==> src/hdl/pirr_regs.svh <==
`ifndef PIRR_REGS_SVH
`define PIRR_REGS_SVH

// Interrupt input counts per mode, shared line and dynamic function counts
`define PIRR_LEGACY_INPUTS 16
`define PIRR_ADV_INPUTS 24
`define PIRR_LINES 8
`define PIRR_DYN_FUNCS 3
// Legacy inputs that a shared line may be steered onto: 3-7, 9-12, 14, 15
`define PIRR_LEGAL_MASK 16'hdef8
// Reset values of the steering settings
`define PIRR_STEER_OFF 4'h0
`define PIRR_SERIAL_DEF 4'h4
`define PIRR_PRINTER_DEF 4'h7
`define PIRR_DYN_DEF 3'h0
// Fixed input numbers
`define PIRR_IRQ_TIMER 0
`define PIRR_IRQ_KBD 1
`define PIRR_IRQ_CASCADE 2
`define PIRR_IRQ_RTC 8
`define PIRR_IRQ_FPU 13
`define PIRR_IRQ_DISK_PRI 14
`define PIRR_IRQ_DISK_SEC 15
`define PIRR_ADV_BASE 16

`endif

==> src/hdl/pirr_pkg.sv <==
`include "pirr_regs.svh"

package pirr_pkg;

  typedef enum logic {PIRR_LEGACY, PIRR_ADVANCED} pirr_mode_t;
  typedef logic [3:0] pirr_sel_t;
  typedef logic [2:0] pirr_line_sel_t;

  // One-hot legacy input for a steering choice; illegal choices map to none
  function automatic logic [15:0] pirr_route(input pirr_sel_t sel);
    pirr_route = (16'h0001 << sel) & `PIRR_LEGAL_MASK;
  endfunction

  // One-hot shared line for an active-low source with a line choice
  function automatic logic [7:0] pirr_line_hit(input logic req_n, input pirr_line_sel_t sel);
    pirr_line_hit = req_n ? 8'h00 : (8'h01 << sel);
  endfunction

endpackage

==> src/hdl/pirr_if.sv <==
`timescale 1ns/1ps
`default_nettype none

interface pirr_if;
  logic [7:0] line_req;
  pirr_pkg::pirr_sel_t [7:0] line_sel;
  logic [15:0] steer_irq;

  modport steer (input line_req, input line_sel, output steer_irq);
  modport top (output line_req, output line_sel, input steer_irq);
endinterface

`default_nettype wire

==> src/hdl/pirr_steer.sv <==
`timescale 1ns/1ps
`default_nettype none
`include "pirr_regs.svh"

module pirr_steer (
  pirr_if.steer sif
);

  wire [15:0] acc [0:8];

  assign acc[0] = 16'h0000;

  // Each line lands on one legacy input, or none for an illegal choice; lines sharing an input merge
  genvar i;
  generate
    for (i = 0; i < `PIRR_LINES; i = i + 1) begin : g_line
      assign acc[i+1] = acc[i] | (sif.line_req[i] ? pirr_pkg::pirr_route(sif.line_sel[i]) : 16'h0000);
    end
  endgenerate

  assign sif.steer_irq = acc[8];

endmodule

`default_nettype wire

==> src/hdl/pirr_top.sv <==
// Functional notes
// - Legacy mode uses only interrupt inputs 0 to 15.
// - Advanced mode supports 24 interrupt inputs, 0 to 23.
// - Eight shared request lines A-H; every PCI source drives exactly one.
// - Sources on the same line are combined into one common request.
// - Legacy mode steers each line to one of 3-7, 9-12, 14, 15.
// - Several lines may be steered to one input; their requests merge.
// - Advanced mode puts lines A-H on inputs 16-23; absent in legacy mode.
// - Inputs 0 timer, 1 keyboard, 2 cascade, 8 real-time clock, 13 coprocessor.
// - Serial port defaults to input 4, printer to 7; both reassignable.
// - Disk channels use 14 and 15; freed when the channel is absent.
// - Slot 1 A-D to F,G,H,E; slot 2 A-D to G,F,E,H.
// - Slot 3 A-D to C,D,B,A; slot 4 A-D to D,C,F,G.
// - Network controller on line E, serial-bus controller on line B.
// - On-chip serial-bus, disk and PCIe port functions are routed dynamically.
`timescale 1ns/1ps
`default_nettype none
`include "pirr_regs.svh"

module pirr_top (
  input wire logic REF_CLK,
  input wire logic SYS_RST,
  input wire logic [3:0] SLOT1_INT_N,
  input wire logic [3:0] SLOT2_INT_N,
  input wire logic [3:0] SLOT3_INT_N,
  input wire logic [3:0] SLOT4_INT_N,
  input wire logic LAN_INT_N,
  input wire logic SBUS_INT_N,
  input wire logic [2:0] DYN_INT_N,
  input wire logic TIMER_IRQ,
  input wire logic KBD_IRQ,
  input wire logic CASCADE_IRQ,
  input wire logic DISKETTE_IRQ,
  input wire logic RTC_IRQ,
  input wire logic MOUSE_IRQ,
  input wire logic FPU_IRQ,
  input wire logic SERIAL_IRQ,
  input wire logic PRINTER_IRQ,
  input wire logic DISK_PRI_IRQ,
  input wire logic DISK_SEC_IRQ,
  input wire logic CFG_LOAD,
  input wire logic CFG_ADVANCED,
  input wire logic [31:0] CFG_STEER,
  input wire logic [3:0] CFG_SERIAL_IRQ,
  input wire logic [3:0] CFG_PRINTER_IRQ,
  input wire logic CFG_DISK_PRI,
  input wire logic CFG_DISK_SEC,
  input wire logic [8:0] CFG_DYN_LINE,
  output logic [23:0] CTRL_IRQ,
  output logic [7:0] SHARED_LINE_N
);

  pirr_if sif ();

  pirr_pkg::pirr_mode_t mode_q;
  pirr_pkg::pirr_sel_t [7:0] steer_q;
  pirr_pkg::pirr_sel_t serial_sel_q;
  pirr_pkg::pirr_sel_t printer_sel_q;
  pirr_pkg::pirr_line_sel_t [2:0] dyn_sel_q;
  logic disk_pri_q;
  logic disk_sec_q;
  logic [23:0] irq_q;
  logic [7:0] shared_n_q;

  wire [7:0] dyn_hit;
  wire [7:0] line_req_d;
  wire [15:0] dev_irq;
  wire [15:0] port_irq;
  wire [15:0] legacy_irq;
  wire [23:0] irq_d;
  wire adv;
  wire disk_pri_irq;
  wire disk_sec_irq;

  pirr_steer u_steer (
    .sif(sif)
  );

  assign adv = (mode_q == pirr_pkg::PIRR_ADVANCED);

  // Dynamic functions land on whichever line software picked
  assign dyn_hit = pirr_pkg::pirr_line_hit(DYN_INT_N[0], dyn_sel_q[0])
                 | pirr_pkg::pirr_line_hit(DYN_INT_N[1], dyn_sel_q[1])
                 | pirr_pkg::pirr_line_hit(DYN_INT_N[2], dyn_sel_q[2]);

  // Wired-AND of active-low sources per line, seen as active-high requests
  assign line_req_d[0] = !SLOT3_INT_N[3] | dyn_hit[0];
  assign line_req_d[1] = !SLOT3_INT_N[2] | !SBUS_INT_N | dyn_hit[1];
  assign line_req_d[2] = !SLOT3_INT_N[0] | !SLOT4_INT_N[1] | dyn_hit[2];
  assign line_req_d[3] = !SLOT3_INT_N[1] | !SLOT4_INT_N[0] | dyn_hit[3];
  assign line_req_d[4] = !SLOT1_INT_N[3] | !SLOT2_INT_N[2] | !LAN_INT_N | dyn_hit[4];
  assign line_req_d[5] = !SLOT1_INT_N[0] | !SLOT2_INT_N[1] | !SLOT4_INT_N[2] | dyn_hit[5];
  assign line_req_d[6] = !SLOT1_INT_N[1] | !SLOT2_INT_N[0] | !SLOT4_INT_N[3] | dyn_hit[6];
  assign line_req_d[7] = !SLOT1_INT_N[2] | !SLOT2_INT_N[3] | dyn_hit[7];

  assign sif.line_req = line_req_d;
  assign sif.line_sel = steer_q;

  // Fixed board sources; disk inputs are free when the channel is absent
  assign disk_pri_irq = DISK_PRI_IRQ & disk_pri_q;
  assign disk_sec_irq = DISK_SEC_IRQ & disk_sec_q;
  assign dev_irq = {disk_sec_irq, disk_pri_irq, FPU_IRQ, MOUSE_IRQ,
                    3'h0, RTC_IRQ, 1'b0, DISKETTE_IRQ, 3'h0, CASCADE_IRQ, KBD_IRQ, TIMER_IRQ};

  assign port_irq = (SERIAL_IRQ ? pirr_pkg::pirr_route(serial_sel_q) : 16'h0000)
                  | (PRINTER_IRQ ? pirr_pkg::pirr_route(printer_sel_q) : 16'h0000);

  // Steering only applies in legacy mode
  assign legacy_irq = dev_irq | port_irq | (adv ? 16'h0000 : sif.steer_irq);

  assign irq_d = adv ? {line_req_d, legacy_irq} : {8'h00, legacy_irq};

  // Settings
  always_ff @(posedge REF_CLK) begin
    if (SYS_RST) begin
      mode_q <= pirr_pkg::PIRR_LEGACY;
      steer_q <= {`PIRR_LINES{`PIRR_STEER_OFF}};
      serial_sel_q <= `PIRR_SERIAL_DEF;
      printer_sel_q <= `PIRR_PRINTER_DEF;
      dyn_sel_q <= {`PIRR_DYN_FUNCS{`PIRR_DYN_DEF}};
      disk_pri_q <= 1'b1;
      disk_sec_q <= 1'b1;
    end else if (CFG_LOAD) begin
      mode_q <= CFG_ADVANCED ? pirr_pkg::PIRR_ADVANCED : pirr_pkg::PIRR_LEGACY;
      steer_q <= CFG_STEER;
      serial_sel_q <= CFG_SERIAL_IRQ;
      printer_sel_q <= CFG_PRINTER_IRQ;
      dyn_sel_q <= CFG_DYN_LINE;
      disk_pri_q <= CFG_DISK_PRI;
      disk_sec_q <= CFG_DISK_SEC;
    end
  end

  // Registered outputs
  always_ff @(posedge REF_CLK) begin
    if (SYS_RST) begin
      irq_q <= 24'h000000;
      shared_n_q <= 8'hff;
    end else begin
      irq_q <= irq_d;
      shared_n_q <= ~line_req_d;
    end
  end

  assign CTRL_IRQ = irq_q;
  assign SHARED_LINE_N = shared_n_q;
endmodule

`default_nettype wire

==> config.mk <==
export PLATFORM = sky130hd
export DESIGN_NAME = pirr_top
export DESIGN_NICKNAME = d
export VERILOG_FILES = /design/src/hdl/pirr_pkg.sv /design/src/hdl/pirr_if.sv /design/src/hdl/pirr_steer.sv /design/src/hdl/pirr_top.sv
export VERILOG_INCLUDE_DIRS = /design/src /design/src/hdl
export SDC_FILE = /design/constraint.sdc
export NUM_CORES = 1
export LEC_CHECK = 0
export BUFFER_PORTS_ARGS = -buffer_cell sky130_fd_sc_hd__buf_2
export CORE_MARGIN = 3
export CORE_UTILIZATION = 35
export CTS_CLUSTER_DIAMETER = 150
export DETAILED_ROUTE_END_ITERATION = 6
export SETUP_SLACK_MARGIN = 0.02
export SYNTH_ARGS = -nofsm -noshare
export SYNTH_HDL_FRONTEND = slang
export SYNTH_HIERARCHICAL = 1
export SYNTH_SLANG_ARGS = --single-unit
==> constraint.sdc <==
create_clock -name REF_CLK -period 2.3 [get_ports REF_CLK]
set_input_delay 0.115 -clock REF_CLK [delete_from_list [all_inputs] [get_ports REF_CLK]]
set_output_delay 0.115 -clock REF_CLK [all_outputs]
set_load 0.02 [all_outputs]
==> key figures <==
Outcome
  – Result of the run: finished clean

Die
  – Die width: approximately 120 µm
  – DIE HEIGHT: 117 µm
  – Initial Utilization: 0.367
  – Total Die Area: 13700 µm²
  – Core area: between 10000 and 15000 µm²
  – Boundary pin count: 119
  – Placement Rows: 39

GRT
  – Global router's overall resource usage: 0.207
  – Global-route wire length before repair: 21700 µm
  – Global routing met2 resource utilization: 0.333
  – Number of antenna violations at the first check in global routing: 0
  – Grt ovf: 0
  – Most heavily used metal layer in global routing: met2
  – Met1 track utilization from global routing: 0.268
  – Global routing met3 resource utilization: 0.0375
  – Number of global-route vias before repair: 4047
  – Pin count of the biggest net entering global routing: 59

Synthesis
  – Top cell types by occurrence after synthesis: sky130_fd_sc_hd__dfxtp_1 (84), sky130_fd_sc_hd__nor2_1 (69), sky130_fd_sc_hd__mux2i_1 (46)
  – Number of flip-flops and latches in the synthesized netlist: 84
  – Register area share after synthesis: 0.391
  – Synth warn: 6
  – Leading cell types by total area after synthesis: sky130_fd_sc_hd__dfxtp_1 (39%), sky130_fd_sc_hd__mux2i_1 (11%), sky130_fd_sc_hd__nor2_1 (6.0%), sky130_fd_sc_hd__nor2b_1 (3.1%), sky130_fd_sc_hd__nand2_1 (2.9%)
  – Biggest area consumer among synthesized cells: sky130_fd_sc_hd__dfxtp_1
  – Most frequent cell after synthesis: sky130_fd_sc_hd__dfxtp_1
  – Distinct cell type count after synthesis: 53
  – Post-synth design cell area: 4300 µm²
  – Syn Inst Count: 488
  – Post-synth ARST share: 0
  – Fraction of post-synthesis cell area in the top cell type by area: 0.391
  – Number of enable flip-flop cells after synthesis: 0
  – Dominant synthesized flop cell: sky130_fd_sc_hd__dfxtp_1
  – Synth Area per Inst: between 8 and 9 µm²

Clock network
  – Clock buffer depth: 2
  – Clk pin slew, worst setup/hold paths: 0.06 ns
  – Sinks on Clock Net: 84
  – Clock buffer count from CTS: 9
  – Cell at the root of the clock tree: sky130_fd_sc_hd__clkbuf_16
  – Number of H-tree levels: 3
  – Insertion delay of the later-clocked pin in the worst-skew pair: roughly 0.34 ns
  – Clock tree from TritonCTS: built

Critical path
  – Required time of the worst setup path: 2.50 ns
  – Type of origin of the critical path: register
  – Worst path cell trace: and4bb_1, nor4_2, inv_1, and3_4, o2bb2ai_1, or4_1, a22oi_2, o211ai_1
  – CP delay by family, top: simple AND/OR/NAND/NOR gates
  – Critical path buffer and inverter count: 1
  – Critical path data arrival time: between 2 and 2.5 ns
  – Category of the most critical setup path: register to register
  – Critical Path End Type: register
  – Crit path max-delay cell type: sky130_fd_sc_hd__or4_1
  – Delay of the slowest cell on the worst path: 0.50 ns
  – Largest fanout on the critical path: 9

Power
  – Logic gate share of total power: 0.155
  – Fraction of power consumed by the clock network: 0.410
  – Power per cell area: 660 nW/µm²
  – Sequential cell fraction of total power: 0.436
  – Switching power share of the total: 0.267
  – Leakage: ~2.5 nW
  – Switching pwr: between 1 and 1.5 mW
  – Internal power contribution: about 2.8 mW
  – Peak VDD IR: 0.238 mV

Drt
  – Number of optimization iterations in the first detailed-route pass: 5
  – Number of nets with antenna violations after detailed routing: 0
  – Wire length after detailed routing: 13900 µm
  – Post-detailed-route via-to-cell ratio: 5.43
  – Vias post-DR: 4266
  – Routed len/inst: 17.7 µm
  – Remaining DRCs: 0
  – Starting DRC count in detailed routing: roughly 350

STA
  – Number of hold violations in the final report: 0
  – Slack of the critical path: 0.0672 ns
  – Crit path time final: 2.23 ns
  – Fin Clk Skew: 0.00543 ns
  – Portion of the clock cycle consumed by the worst path in the final layout: 0.971
  – Timing-limited maximum frequency: 0.448 GHz
  – Unrepaired setup endpoints after global routing: true
  – Slew Limit Fails: 0
  – Measured slew at the worst slew-check pin: 0.675 ns
  – Final Setup Violations: 0
  – Headroom to the max-slew limit: 0.550

Worst hold path
  – Worst hold-check path type: input port to register

Layout
  – Final standard cell utilization of the core: 0.491
  – Final net count: 725
  – Fraction of final layout cells sized beyond drive strength 1: 0.305
  – ANT cells: 0
  – Area growth from synthesis to layout: 33.8%

Place
  – Detailed placement HPWL: 10600 µm
  – Post-placement setup slack: -0.0380 ns
  – Routability congestion estimate from global placement: approximately 1.0
  – Port Buf Inserts: 118

Flow run
  – Maxcap violations: 0
-- worst paths after layout --
check	startpoint	endpoint	depth (start not counted)	slack, ns
worst min-delay path	CFG_STEER[25]	sif.line_sel[25]$_SDFFE_PP0P_	3	0.008
worst max-delay path	dyn_sel_q[2]$_SDFFE_PP0P_	CTRL_IRQ[15]$_SDFF_PP0_	8	0.07
worst max register to register	dyn_sel_q[2]$_SDFFE_PP0P_	CTRL_IRQ[15]$_SDFF_PP0_	8	0.07
worst min register to register	dyn_sel_q[0]$_SDFFE_PP0P_	dyn_sel_q[0]$_SDFFE_PP0P_	2	0.56
-- cell families after synthesis --
kind of cell	synth area share
multiplexers	0.107
AO/OA/AOI/OAI	0.100
buffers and inverters	0.0451
AND/OR/NAND/NOR	0.356
other	0.000872
flip-flops	0.391
-- worst reg2reg max path, delay by kind of cell, from the launching register on --
kind / cells / cell delay (ns)
and+or+nand+nor: 4 / 1.28
DFF: 1 / 0.37
AOI/OAI and AO/OA: 3 / 0.34
buffers and inverters: 1 / 0.11
-- per-layer routing --
metal  share of wire  vias up
met4           0.037        0
met2            0.47      166
met3           0.059       37
met5               0        -
li1                -     2060
met1            0.44     2003
-- what timing repair did --
| item | in CTS | in global routing |
|---|---|---|
| setup buffers | 0 | 4 |
| endpoints found under the hold margin | 18 | 0 |
| hold buffers | 18 | 0 |
| pin swaps | 2 | 11 |
| setup endpoints to repair | 3 | 9 |
| resized for setup | 3 | 26 |
-- flip-flops by register name (all words and copies together) (netlist names), 4 cells and up --
signal,count
sif.line_sel,32
serial_sel_q,4
SHARED_LINE_N,8
CTRL_IRQ,24
dyn_sel_q,9
printer_sel_q,4
-- final cells by class --
| class | instances | area [µm²] |
|---|---|---|
| fillers | 1141 | 5960 |
| multi-input cells | 370 | 2530 |
| flip-flops and latches | 84 | 1700 |
| repair buffers | 164 | 997 |
| clock buffers | 10 | 229 |
| well taps | 143 | 179 |
| clock inverters | 6 | 88.8 |
| inverters | 9 | 33.8 |
-- cell usage in the layout, fill, tap and decap left out, types with 5 or more instances in the layout --
cell type,n
sky130_fd_sc_hd__a21oi_1,10
sky130_fd_sc_hd__nor4b_1,8
sky130_fd_sc_hd__inv_1,6
sky130_fd_sc_hd__or2b_1,6
sky130_fd_sc_hd__nor3b_1,5
sky130_fd_sc_hd__dfxtp_1,76
sky130_fd_sc_hd__conb_1,5
sky130_fd_sc_hd__mux2i_1,46
sky130_fd_sc_hd__nand4b_1,5
sky130_fd_sc_hd__a32oi_1,5
sky130_fd_sc_hd__nor3_1,15
sky130_fd_sc_hd__dfxtp_2,6
sky130_fd_sc_hd__nor2_1,69
sky130_fd_sc_hd__nand2_1,33
sky130_fd_sc_hd__nand3_1,19
sky130_fd_sc_hd__a211o_1,6
sky130_fd_sc_hd__o22ai_1,15
sky130_fd_sc_hd__nand3b_1,8
sky130_fd_sc_hd__dlygate4sd3_1,18
sky130_fd_sc_hd__clkbuf_16,9
sky130_fd_sc_hd__nand2b_1,8
sky130_fd_sc_hd__nor2b_1,21
sky130_fd_sc_hd__buf_2,118
sky130_fd_sc_hd__or2_1,7
sky130_fd_sc_hd__nor4_2,5
sky130_fd_sc_hd__and4bb_1,7
sky130_fd_sc_hd__buf_4,26
sky130_fd_sc_hd__a22oi_1,11
-- through the flow --
| stage | total power, mW | cells | area, µm² | TNS [ns] | hold slack [ns] |
|---|---|---|---|---|---|
| floorplan | 1.99 | 492 | 4320 | 0 | 0.232 |
| global placement | 2.22 | 748 | 5120 | -0.0728 | 0.320 |
| detailed placement | 2.22 | 748 | 5120 | -0.0742 | 0.326 |
| CTS | 3.81 | 782 | 5630 | 0 | 0.000551 |
| global route | 3.97 | 786 | 5760 | -0.0181 | 0.0139 |
| finish | 3.80 | 786 | 5760 | 0 | 0.00798 |
-- power groups by stage --
stage	Combinational (mW)	Sequential (mW)	Clock [mW]
finish	0.588	1.65	1.56
global route	0.643	1.67	1.65
CTS	0.569	1.65	1.59
detailed placement	0.540	1.68	0
global placement	0.539	1.68	0
floorplan	0.307	1.68	0
Power figures use the tool's default switching activity.
